**src/rtl/dpm_defines.svh**
```systemverilog
`ifndef DPM_DEFINES_SVH
`define DPM_DEFINES_SVH

// ==========================================================================
// Widths
// ==========================================================================
`define DPM_WORD_W        36
`define DPM_PIN_W         41

// ==========================================================================
// Positions inside the sampled pin vector of one port
// ==========================================================================
`define DPM_PIN_BUS_LSB   0
`define DPM_PIN_BUS_MSB   35
`define DPM_PIN_SEL       36
`define DPM_PIN_STB       37
`define DPM_PIN_DIR       38
`define DPM_PIN_CS_N      39
`define DPM_PIN_CLK       40

// ==========================================================================
// Encodings and reset values
// ==========================================================================
`define DPM_A_DIR_WRITE   1'b1
`define DPM_B_DIR_WRITE   1'b0
`define DPM_CS_ACTIVE     1'b0
`define DPM_FULL_N_IDLE   1'b1
`define DPM_FULL_N_MAIL   1'b0
`define DPM_WORD_RST      36'h0_0000_0000
`define DPM_PIN_RST       41'h180_0000_0000 // Port clock high, chip select off
`define DPM_CLK_PREV_RST  1'h1
`define DPM_OE_RST        1'h0

`endif

```
**src/rtl/dpm_pkg.sv**
```systemverilog
`include "dpm_defines.svh"

// ==========================================================================
// Shared types
// ==========================================================================
package dpm_pkg;

    // One mailbox or bus word
    typedef logic [`DPM_WORD_W-1:0] dpm_word_t;

    // All pins of one port, sampled together
    typedef logic [`DPM_PIN_W-1:0] dpm_pins_t;

endpackage : dpm_pkg

```
**src/rtl/dpm_mailbox_top.sv**
```systemverilog
// Overview of operation
// - One 36-bit mailbox in each direction
// - Port A mailbox write stores port A bus
// - Port B mailbox write stores port B bus
// - Accepted write drives mailbox full flag low
// - Writes ignored while full flag is low
// - Driven data: FIFO word or mailbox by select
// - Port B mailbox read raises A-to-B flag
// - Port A mailbox read raises B-to-A flag
// - Reading never changes the stored word
`include "dpm_defines.svh"

module dpm_mailbox_top
    import dpm_pkg::*;
(
    input  wire logic                   i_clk_sys,
    input  wire logic                   i_nrst,
    // Port A pins
    input  wire logic                   i_port_a_clock,
    input  wire logic                   i_port_a_chip_select_n,
    input  wire logic                   i_port_a_direction,
    input  wire logic                   i_port_a_transfer_strobe,
    input  wire logic                   i_port_a_mailbox_select,
    input  wire logic [`DPM_WORD_W-1:0] i_port_a_bus,
    output logic      [`DPM_WORD_W-1:0] o_port_a_bus,
    output logic                        o_port_a_bus_oe,
    output logic                        o_b_to_a_mail_full_n,
    // Port B pins
    input  wire logic                   i_port_b_clock,
    input  wire logic                   i_port_b_chip_select_n,
    input  wire logic                   i_port_b_direction,
    input  wire logic                   i_port_b_transfer_strobe,
    input  wire logic                   i_port_b_mailbox_select,
    input  wire logic [`DPM_WORD_W-1:0] i_port_b_bus,
    output logic      [`DPM_WORD_W-1:0] o_port_b_bus,
    output logic                        o_port_b_bus_oe,
    output logic                        o_a_to_b_mail_full_n,
    // FIFO output registers, from logic on this clock
    input  wire logic [`DPM_WORD_W-1:0] i_port_a_fifo_word,
    input  wire logic [`DPM_WORD_W-1:0] i_port_b_fifo_word
);

    // ======================================================================
    // Pin synchronisers
    // ======================================================================
    dpm_pins_t a_meta_q;
    dpm_pins_t a_sync_q;
    dpm_pins_t b_meta_q;
    dpm_pins_t b_sync_q;
    logic      a_clk_prev_q;
    logic      b_clk_prev_q;

    // Two stages on every pin of both ports
    // Reset loads idle levels: chip select off, port clock high
    // Clock seen high at release must fall before an edge counts
    // Chip select off keeps outputs undriven right after reset
    always_ff @(posedge i_clk_sys or negedge i_nrst) begin
        if (!i_nrst) begin
            a_meta_q <= `DPM_PIN_RST;
            a_sync_q <= `DPM_PIN_RST;
            b_meta_q <= `DPM_PIN_RST;
            b_sync_q <= `DPM_PIN_RST;
        end else begin
            a_meta_q <= {i_port_a_clock, i_port_a_chip_select_n, i_port_a_direction,
                         i_port_a_transfer_strobe, i_port_a_mailbox_select, i_port_a_bus};
            b_meta_q <= {i_port_b_clock, i_port_b_chip_select_n, i_port_b_direction,
                         i_port_b_transfer_strobe, i_port_b_mailbox_select, i_port_b_bus};
            a_sync_q <= a_meta_q;
            b_sync_q <= b_meta_q;
        end
    end

    // Previous port clock levels for edge detection
    // Reset level matches the synchroniser, so no false rise
    always_ff @(posedge i_clk_sys or negedge i_nrst) begin
        if (!i_nrst) begin
            a_clk_prev_q <= `DPM_CLK_PREV_RST;
            b_clk_prev_q <= `DPM_CLK_PREV_RST;
        end else begin
            a_clk_prev_q <= a_sync_q[`DPM_PIN_CLK];
            b_clk_prev_q <= b_sync_q[`DPM_PIN_CLK];
        end
    end

    // ======================================================================
    // Port decode
    // ======================================================================
    logic      a_rise;
    logic      b_rise;
    logic      a_sel_mail;
    logic      b_sel_mail;
    logic      a_mail_wr;
    logic      a_mail_rd;
    logic      b_mail_wr;
    logic      b_mail_rd;
    logic      a_read_dir;
    logic      b_read_dir;
    dpm_word_t a_bus_s;
    dpm_word_t b_bus_s;

    // Rising port clock edges seen in the system domain
    // One-cycle enable pulse per port clock rise
    assign a_rise = a_sync_q[`DPM_PIN_CLK] & ~a_clk_prev_q;
    assign b_rise = b_sync_q[`DPM_PIN_CLK] & ~b_clk_prev_q;

    // Selected, enabled mailbox access on each port
    assign a_sel_mail = (a_sync_q[`DPM_PIN_CS_N] == `DPM_CS_ACTIVE)
                      & a_sync_q[`DPM_PIN_STB] & a_sync_q[`DPM_PIN_SEL];
    assign b_sel_mail = (b_sync_q[`DPM_PIN_CS_N] == `DPM_CS_ACTIVE)
                      & b_sync_q[`DPM_PIN_STB] & b_sync_q[`DPM_PIN_SEL];

    // Direction per port; the two ports use opposite write levels
    assign a_read_dir = (a_sync_q[`DPM_PIN_DIR] != `DPM_A_DIR_WRITE);
    assign b_read_dir = (b_sync_q[`DPM_PIN_DIR] != `DPM_B_DIR_WRITE);

    // Write and read events on a port clock edge
    assign a_mail_wr = a_rise & a_sel_mail & ~a_read_dir;
    assign a_mail_rd = a_rise & a_sel_mail &  a_read_dir;
    assign b_mail_wr = b_rise & b_sel_mail & ~b_read_dir;
    assign b_mail_rd = b_rise & b_sel_mail &  b_read_dir;

    // Bus words aligned with the sampled controls
    // Same two-stage path, so bus and clock edge stay in step
    assign a_bus_s = a_sync_q[`DPM_PIN_BUS_MSB:`DPM_PIN_BUS_LSB];
    assign b_bus_s = b_sync_q[`DPM_PIN_BUS_MSB:`DPM_PIN_BUS_LSB];

    // ======================================================================
    // Mailbox storage
    // ======================================================================
    dpm_word_t a_to_b_mailbox_q;
    dpm_word_t b_to_a_mailbox_q;
    logic      a_to_b_full_n_q;
    logic      b_to_a_full_n_q;

    // A-to-B word; loaded only while empty, reads leave it alone
    // A write while full is dropped with no sign to the writer
    always_ff @(posedge i_clk_sys or negedge i_nrst) begin
        if (!i_nrst) begin
            a_to_b_mailbox_q <= `DPM_WORD_RST;
        end else if (a_mail_wr && a_to_b_full_n_q) begin
            a_to_b_mailbox_q <= a_bus_s;
        end
    end

    // B-to-A word; loaded only while empty, reads leave it alone
    // A write while full is dropped with no sign to the writer
    always_ff @(posedge i_clk_sys or negedge i_nrst) begin
        if (!i_nrst) begin
            b_to_a_mailbox_q <= `DPM_WORD_RST;
        end else if (b_mail_wr && b_to_a_full_n_q) begin
            b_to_a_mailbox_q <= b_bus_s;
        end
    end

    // A-to-B flag; an accepted write beats a same-cycle read
    always_ff @(posedge i_clk_sys or negedge i_nrst) begin
        if (!i_nrst) begin
            a_to_b_full_n_q <= `DPM_FULL_N_IDLE;
        end else if (a_mail_wr && a_to_b_full_n_q) begin
            a_to_b_full_n_q <= `DPM_FULL_N_MAIL;
        end else if (b_mail_rd) begin
            a_to_b_full_n_q <= `DPM_FULL_N_IDLE;
        end
    end

    // B-to-A flag; an accepted write beats a same-cycle read
    always_ff @(posedge i_clk_sys or negedge i_nrst) begin
        if (!i_nrst) begin
            b_to_a_full_n_q <= `DPM_FULL_N_IDLE;
        end else if (b_mail_wr && b_to_a_full_n_q) begin
            b_to_a_full_n_q <= `DPM_FULL_N_MAIL;
        end else if (a_mail_rd) begin
            b_to_a_full_n_q <= `DPM_FULL_N_IDLE;
        end
    end

    // Flags go out straight from their flip-flops
    assign o_a_to_b_mail_full_n = a_to_b_full_n_q;
    assign o_b_to_a_mail_full_n = b_to_a_full_n_q;

    // ======================================================================
    // Data outputs
    // ======================================================================
    dpm_word_t a_out_q;
    dpm_word_t b_out_q;
    logic      a_oe_q;
    logic      b_oe_q;

    // Port A drives while selected for read
    // Strobe does not gate the drive, only select and direction
    always_ff @(posedge i_clk_sys or negedge i_nrst) begin
        if (!i_nrst) begin
            a_oe_q  <= `DPM_OE_RST;
            a_out_q <= `DPM_WORD_RST;
        end else begin
            a_oe_q  <= (a_sync_q[`DPM_PIN_CS_N] == `DPM_CS_ACTIVE) & a_read_dir;
            a_out_q <= a_sync_q[`DPM_PIN_SEL] ? b_to_a_mailbox_q
                                              : i_port_a_fifo_word;
        end
    end

    // Port B drives while selected for read
    // Strobe does not gate the drive, only select and direction
    // Read level on this port is the opposite of port A
    always_ff @(posedge i_clk_sys or negedge i_nrst) begin
        if (!i_nrst) begin
            b_oe_q  <= `DPM_OE_RST;
            b_out_q <= `DPM_WORD_RST;
        end else begin
            b_oe_q  <= (b_sync_q[`DPM_PIN_CS_N] == `DPM_CS_ACTIVE) & b_read_dir;
            b_out_q <= b_sync_q[`DPM_PIN_SEL] ? a_to_b_mailbox_q
                                              : i_port_b_fifo_word;
        end
    end

    // Bus outputs straight from flip-flops
    assign o_port_a_bus    = a_out_q;
    assign o_port_a_bus_oe = a_oe_q;
    assign o_port_b_bus    = b_out_q;
    assign o_port_b_bus_oe = b_oe_q;

endmodule : dpm_mailbox_top

```
**config.mk**
```make
export PLATFORM = sky130hd
export DESIGN_NAME = dpm_mailbox_top
export DESIGN_NICKNAME = d
export VERILOG_FILES = /design/src/rtl/dpm_pkg.sv /design/src/rtl/dpm_mailbox_top.sv
export VERILOG_INCLUDE_DIRS = /design/src /design/src/rtl
export SDC_FILE = /design/constraint.sdc
export NUM_CORES = 1
export LEC_CHECK = 0
export BUFFER_PORTS_ARGS = -buffer_cell sky130_fd_sc_hd__buf_2
export CORE_MARGIN = 2
export CORE_UTILIZATION = 25
export CTS_BUF_LIST = sky130_fd_sc_hd__clkbuf_16
export DETAILED_ROUTE_END_ITERATION = 8
export GPL_ROUTABILITY_DRIVEN = 0
export PLACE_DENSITY = 0.47
export SLEW_MARGIN = 20
export SYNTH_ARGS = -nofsm -noshare
export SYNTH_HDL_FRONTEND = slang
export SYNTH_SLANG_ARGS = --single-unit
export TNS_END_PERCENT = 20
```
**constraint.sdc**
```tcl
create_clock -name i_clk_sys -period 1.7 [get_ports i_clk_sys]
set_input_delay 0.085 -clock i_clk_sys [delete_from_list [all_inputs] [get_ports i_clk_sys]]
set_output_delay 0.085 -clock i_clk_sys [all_outputs]
set_load 0.05 [all_outputs]
```
==> results of run 1 <==
-- logic make-up (layout without fill, tap and decap cells) --
group | Yosys count | after routing | synth area share
other cells | 0 | 1 | 0
compound gates | 2 | 2 | 0.00166
flops | 314 | 314 | 0.802
mux | 144 | 144 | 0.177
buf+inv | 14 | 476 | 0.00956
simple gates | 12 | 12 | 0.0103
-- report_power, final --
part / switching [mW] / internal [mW] / total, mW
Sequential: 0.232 / 8.07 / 8.31
Clock: 2.88 / 4.23 / 7.11
Combinational: 1.18 / 0.883 / 2.07
-- critical path: stages, from the launching register on --
cell,delay [ns]
dfstp_2,0.52
and4b_2,0.26
nand3_4,0.19
buf_12,0.23
mux2_4,0.29
-- stage by stage --
stage	total power, mW	instance area (um^2)	setup TNS [ns]	hold slack [ns]
floorplan	9.52	9820	-0.127	-0.211
global placement	10.2	11800	-0.0648	0.0470
detailed placement	10.3	11800	0	0.0519
CTS	17.8	14500	0	0.0598
global route	18.3	14500	0	0.0939
finish	17.5	14500	0	0.0724
-- routing by layer --
layer,up-vias,share of wire
met5,-,0
met4,0,0.031
met3,45,0.066
met2,183,0.45
met1,2767,0.45
li1,2536,-
-- cell usage after synthesis --
master    instances
nand4b_2          1
mux2_2          114
nor2b_1           2
dfrtp_1         302
and4b_2           1
buf_4             5
nor2_1            2
mux2_4           30
buf_6             3
nand2_1           1
nor2_4            1
a21o_1            1
clkbuf_1          6
a22o_1            1
dfstp_2          12
nand3b_1          1
nor4_1            1
nand3_4           1
or3b_2            1
-- registers in the layout (all words and copies together), names as in the netlist, 36 cells and up --
signal and count:
o_port_a_bus 36, a_sync_q 41, b_meta_q 41, a_to_b_mailbox_q 36, b_to_a_mailbox_q 36, b_sync_q 41, o_port_b_bus 36, a_meta_q 41
-- timing repair --
| item | in CTS | in global routing |
|---|---|---|
| setup buffers | 2 | 0 |
| endpoints found under the setup margin | 25 | 0 |
| hold buffers | 155 | 0 |
| resized for setup | 1 | 0 |
| hold endpoints to repair | 400 | 0 |
-- placed cells by master (no fill, tap or decap) --
cell	Yosys	layout
clkbuf_16	0	37
diode_2	0	1
a21o_1	1	1
inv_1	0	8
buf_6	3	1
nand3_4	1	1
nand3b_1	1	1
bufinv_16	0	2
clkinv_2	0	4
a22o_1	1	1
clkinv_1	0	9
clkinvlp_4	0	1
and4b_2	1	1
buf_8	0	1
nand2_1	1	1
mux2_2	114	114
buf_4	5	21
dlygate4sd3_1	0	155
dfstp_2	12	12
mux2_4	30	30
nor2_4	1	1
nor4_1	1	1
inv_8	0	1
or3b_2	1	1
dfrtp_2	0	2
nor2_1	2	2
dfrtp_1	302	300
buf_2	0	230
buf_12	0	6
nand4b_2	1	1
nor2b_1	2	2
-- cell type report --
type	count	area [um^2]
sequential	314	7880
tap	518	648
clock inverter	25	163
antenna	1	2.50
multi-input combinational	158	1850
fill	3666	24300
clock buffer	37	926
timing repair buffer	414	3010
-- worst min path at each step --
stage,from,slack (ns),cells after the start,end
after detailed placement,i_nrst,0.05,1,a_sync_q[13]$_DFF_PN0_
after global placement,i_nrst,0.05,1,a_meta_q[22]$_DFF_PN0_
after global routing,i_nrst,0.09,2,a_sync_q[13]$_DFF_PN0_
final,i_nrst,0.07,2,a_meta_q[22]$_DFF_PN0_
after CTS,i_nrst,0.06,2,a_meta_q[22]$_DFF_PN0_
after floorplan,i_nrst,-0.21,0,a_meta_q[0]$_DFF_PN0_
==> metrics.yaml, run 1 <==
dp.cells: 1247
synth_area_leader_cell: "dfrtp_1"
syn_area_um2: 9820
rsz0062_at_grt: "no"
antenna_found_initial: 1
fin_crit_ns: 1.62
drive_above_1_share: 0.493
synthCells: 486
rrSetupSlack_ns: 0.08
arrival_ns: 2.01
use_met2: 0.160
cts_sinks: 314
end_kind: "register"
ant_nets: 0
drv_slew: 0
place_ws_ns: 0.00305
grt_max_degree: 50
maxCapViolations: 0
final_core_util: 0.374
use_met3: 0.0292
synth_cell_type_count: 19
outcome: "completed"
worst_pin_slew_ns: 0.586
grt_overflow: 0
io_buffers: 231
grt.met1_usage: 0.135
r2r_end: "b_to_a_mailbox_q[12]$_DFFE_PN0P_"
synth-seq-area-share: 0.802
avgSynthCellArea_um2: 20.2
crit_path_end: "b_to_a_mailbox_q[12]$_DFFE_PN0P_"
vias: 5531
drtPass1Iterations: 4
synth_fp_nets: 642
die_x_um: 202
critPathKind: "register to register"
setup_violations: 0
drtIter0Drc: 142
coreArea_um2: 38700
vias_per_cell: 3.77
finClkSkew_ns: 0.0143
p_leak_nw: 7.09
drc: 0
worstHoldPathType: "input port to async pin"
fin_crit_sh: 0.954
grt.busiest_layer: "met2"
nets: 1080
clock_latency_ns: 0.52
post-synth-top-area-fraction: 0.770
synth.area.top_cells: "dfrtp_1 77%, mux2_2 13%, mux2_4 4.6%"
grt_pass1_wl_mm: 33.1
power.density_nw_per_um2: 1210
track_usage: 0.104
fin_cells: 1467
ys_ff_latch: 314
cts_made_buffers: 36
ys.warnings.count: 0
reg2reg_from: "b_sync_q[40]$_DFF_PN1_"
grt_pass1_vias: 6196
routedWlPerCell_um: 13.8
die_h_um: 202
timing_hold_violations_final: 0
cts_tree: "built"
dpl.hpwl_mm: 12.9
fin_ws_ns: 0.0784
clock_path_buffers: 3
vdd_drop_max_v: 0.000782
die_area_um2: 40900
max_freq_ghz: 0.617
cp-start-kind: "register"
pin_count: 232
rows: 72
worstPathMaxFanout: 11
area_delta_synth_final_pct: 47.4
cp-startpoint: "b_sync_q[40]$_DFF_PN1_"
cts_root_buffer: "clkbuf_16"
path_clk_slew_ns: 0.06
reg2reg_depth: 4
max-slew-margin-rel: 0.609
critPathRequiredTime_ns: 2.09
cts.htree.levels: 2
initial_core_util: 0.253
wl_mm: 20.3
No activity file was read; power rests on OpenSTA's default activity.
==> inputs of run 2 (changes only) <==
==> constraint.sdc (replaced) <==
create_clock -name i_clk_sys -period 1.75 [get_ports i_clk_sys]
set_input_delay 0.0875 -clock i_clk_sys [delete_from_list [all_inputs] [get_ports i_clk_sys]]
set_output_delay 0.0875 -clock i_clk_sys [all_outputs]
set_load 0.01 [all_outputs]
==> run 2 against run 1 <==
Largest power group unchanged. Register-to-register slack about the same. Sequential cell count unchanged. Via count down 1.9%. Highest routed layer is now met5. Design area down 0.92%. Sequential share of layout area up 0.50 points. Clock power down 7.9%. Critical endpoint is now b_to_a_mailbox_q[19]$_DFFE_PN0P_. Sequential power down 2.9%. Setup slack better by 0.014 ns. Critical path depth unchanged. Maximum frequency down 2.2%.
==> metrics.yaml, run 2 (same netlist as run 1, synthesis figures left out) <==
drtIter0Drc: 158  # +11%
cts_made_buffers: 35  # -2.8%
cts_sinks: 314  # unchanged
drtPass1Iterations: 4  # unchanged
final_common_cell: "dfrtp_1"
reg2reg_from: "b_sync_q[40]$_DFF_PN1_"
grt_pass1_vias: 6018  # -2.9%
nets: 1070  # -0.93%
end_kind: "register"
ant_nets: 0  # unchanged
die_x_um: 202  # unchanged
routed.top_layer: "met5"
rsz0062_at_grt: "no"
track_usage: 0.104  # +0.000125
tns_ns: 0  # unchanged
drt-met1-wl_mm: 9.25  # +1.1%
worst_pin_slew_ns: 0.560  # -0.0254 ns
power.density_nw_per_um2: 1120  # -7.5%
arrival_ns: 2.05  # +0.04 ns
pin_count: 232  # unchanged
die_area_um2: 40900  # unchanged
critPathRequiredTime_ns: 2.15  # +0.06 ns
rrSetupSlack_ns: 0.09  # about the same
area_delta_synth_final_pct: 46.1
timing_hold_violations_final: 0  # unchanged
crit_chain: "and4b_2 > nand3_4 > buf_12 > mux2_4"
wl_mm: 20.2  # -0.27%
outcome: "completed"
cts.htree.levels: 2  # unchanged
rows: 72  # unchanged
die_h_um: 202  # unchanged
routedWlPerCell_um: 13.9  # +0.76%
reg2reg_depth: 4  # unchanged
clock_path_buffers: 3  # unchanged
coreArea_um2: 38700  # unchanged
critPathKind: "register to register"
initial_core_util: 0.253  # unchanged
drv_slew: 0  # unchanged
dpl.hpwl_mm: 12.8  # -0.67%
r2r_end: "b_to_a_mailbox_q[19]$_DFFE_PN0P_"
io_buffers: 231  # unchanged
p_leak_nw: 7.02  # -1.0%
grt_pass1_wl_mm: 32.9  # -0.56%
max-slew-margin-rel: 0.626  # +0.0169
vias_per_cell: 3.74  # -0.90%
worstPathMaxFanout: 16  # +5
wl_met2_mm: 9.01  # -2.1%
cts_tree: "built"
ctsResizeCount: 0  # -1
cpPeakStageDelay_ns: 0.53  # about the same
vdd_drop_max_v: 0.000642  # -18%
dp.cells: 1237  # -0.80%
seq_area_um2: 7880  # unchanged
clock_latency_ns: 0.53  # about the same
path_clk_slew_ns: 0.06  # about the same
multi_input_area_um2: 1850  # unchanged
worstHoldPathType: "input port to async pin"
grt_max_degree: 61  # +22%
crit_buf_inv: 1  # unchanged
nFillCells: 3678  # +0.33%
fin_total_pwr_mw: 16.0  # -8.3%
fin_crit_sh: 0.947  # -0.00649
path_delay_family: "flip-flops"
antennaDiodeCount: 0  # -1
cts_root_buffer: "clkbuf_16"
max_freq_ghz: 0.603  # -2.2%
setup_violations: 0  # unchanged
fin_crit_ns: 1.66  # +0.0363 ns
vias: 5425  # -1.9%
met3WireLength_mm: 1.35  # +1.2%
cp-start-kind: "register"
cpMaxStageDelayCell: "dfstp_2"
maxCapViolations: 0  # unchanged
drc: 0  # unchanged
antenna_found_initial: 1  # unchanged
finClkSkew_ns: 0.0218  # +0.00752 ns
drive_above_1_share: 0.491  # -0.00118
grt_overflow: 0  # unchanged
fin_cells: 1452  # -1.0%
final_cell_mix: "300 x dfrtp_1, 230 x buf_2, 155 x dlygate4sd3_1, 114 x mux2_2, 35 x clkbuf_16"
-- run 2: changes by cell type in the layout (fill, tap and decap cells not counted), sizes merged --
| cell | before | now |
|---|---|---|
| buf | 259 | 250 |
| clkbuf | 37 | 35 |
| inv | 9 | 7 |
| bufinv | 2 | 1 |
| clkinv | 13 | 14 |
| clkinvlp | 1 | 0 |
| diode | 1 | 0 |
-- run 2: layout make-up --
type	count	area share
multi-input combinational	158	0.129
tap	518	0.0452
clock buffer	35	0.0611
timing repair buffer	405	0.206
clock inverter	22	0.00899
sequential	314	0.549
-- run 2: per-layer routing --
layer / global-route usage / vias to the layer above
met5: 0 / -
met4: 0.0490 / 2
met3: 0.0311 / 47
met2: 0.156 / 184
met1: 0.137 / 2690
li1: - / 2502
-- run 2: how the worst max path moves through the flow --
| stage | from | to | slack, ns | depth (start not counted) |
|---|---|---|---|---|
| 2_1_floorplan | a_sync_q[40]$_DFF_PN1_ | a_to_b_mailbox_q[10]$_DFFE_PN0P_ | 0.22 | 4 |
| 3_3_place_gp | b_sync_q[40]$_DFF_PN1_ | b_to_a_mailbox_q[9]$_DFFE_PN0P_ | 0.07 | 4 |
| 3_5_place_dp | b_sync_q[40]$_DFF_PN1_ | b_to_a_mailbox_q[19]$_DFFE_PN0P_ | 0.06 | 4 |
| 4_1_cts | b_sync_q[40]$_DFF_PN1_ | b_to_a_mailbox_q[6]$_DFFE_PN0P_ | 0.02 | 4 |
| 5_1_grt | b_sync_q[40]$_DFF_PN1_ | b_to_a_mailbox_q[5]$_DFFE_PN0P_ | 0.002 | 4 |
| 6_report | b_sync_q[40]$_DFF_PN1_ | b_to_a_mailbox_q[19]$_DFFE_PN0P_ | 0.09 | 4 |
-- run 2: worst register-to-register path, cell delays in order (launching register included) --
cell,delay (ns)
dfstp_2,0.53
and4b_2,0.27
nand3_4,0.18
buf_12,0.23
mux2_4,0.31
-- run 2: power by group --
part / switching [mW] / internal [mW]
registers: 0.224 / 7.84
clock network: 2.79 / 3.77
logic: 0.554 / 0.846
-- run 2: what timing repair did --
| action | in CTS | in global routing |
|---|---|---|
| buffers inserted | 0 | 3 |
| endpoints found under the hold margin | 437 | 0 |
| setup endpoints to repair | 0 | 16 |
| hold buffers | 155 | 0 |
-- run 2: per-stage QoR --
| step | util | cell area, um^2 | hold WS [ns] | setup WS (ns) |
|---|---|---|---|---|
| after detailed placement | 0.304 | 11800 | 0.0866 | 0.0632 |
| after CTS | 0.370 | 14300 | 0.0891 | 0.0236 |
| after floorplan | - | 9820 | -0.208 | 0.222 |
| after global routing | 0.370 | 14300 | 0.128 | 0.00184 |
| after global placement | 0.304 | 11800 | 0.0890 | 0.0743 |
| final | 0.370 | 14300 | 0.108 | 0.0920 |
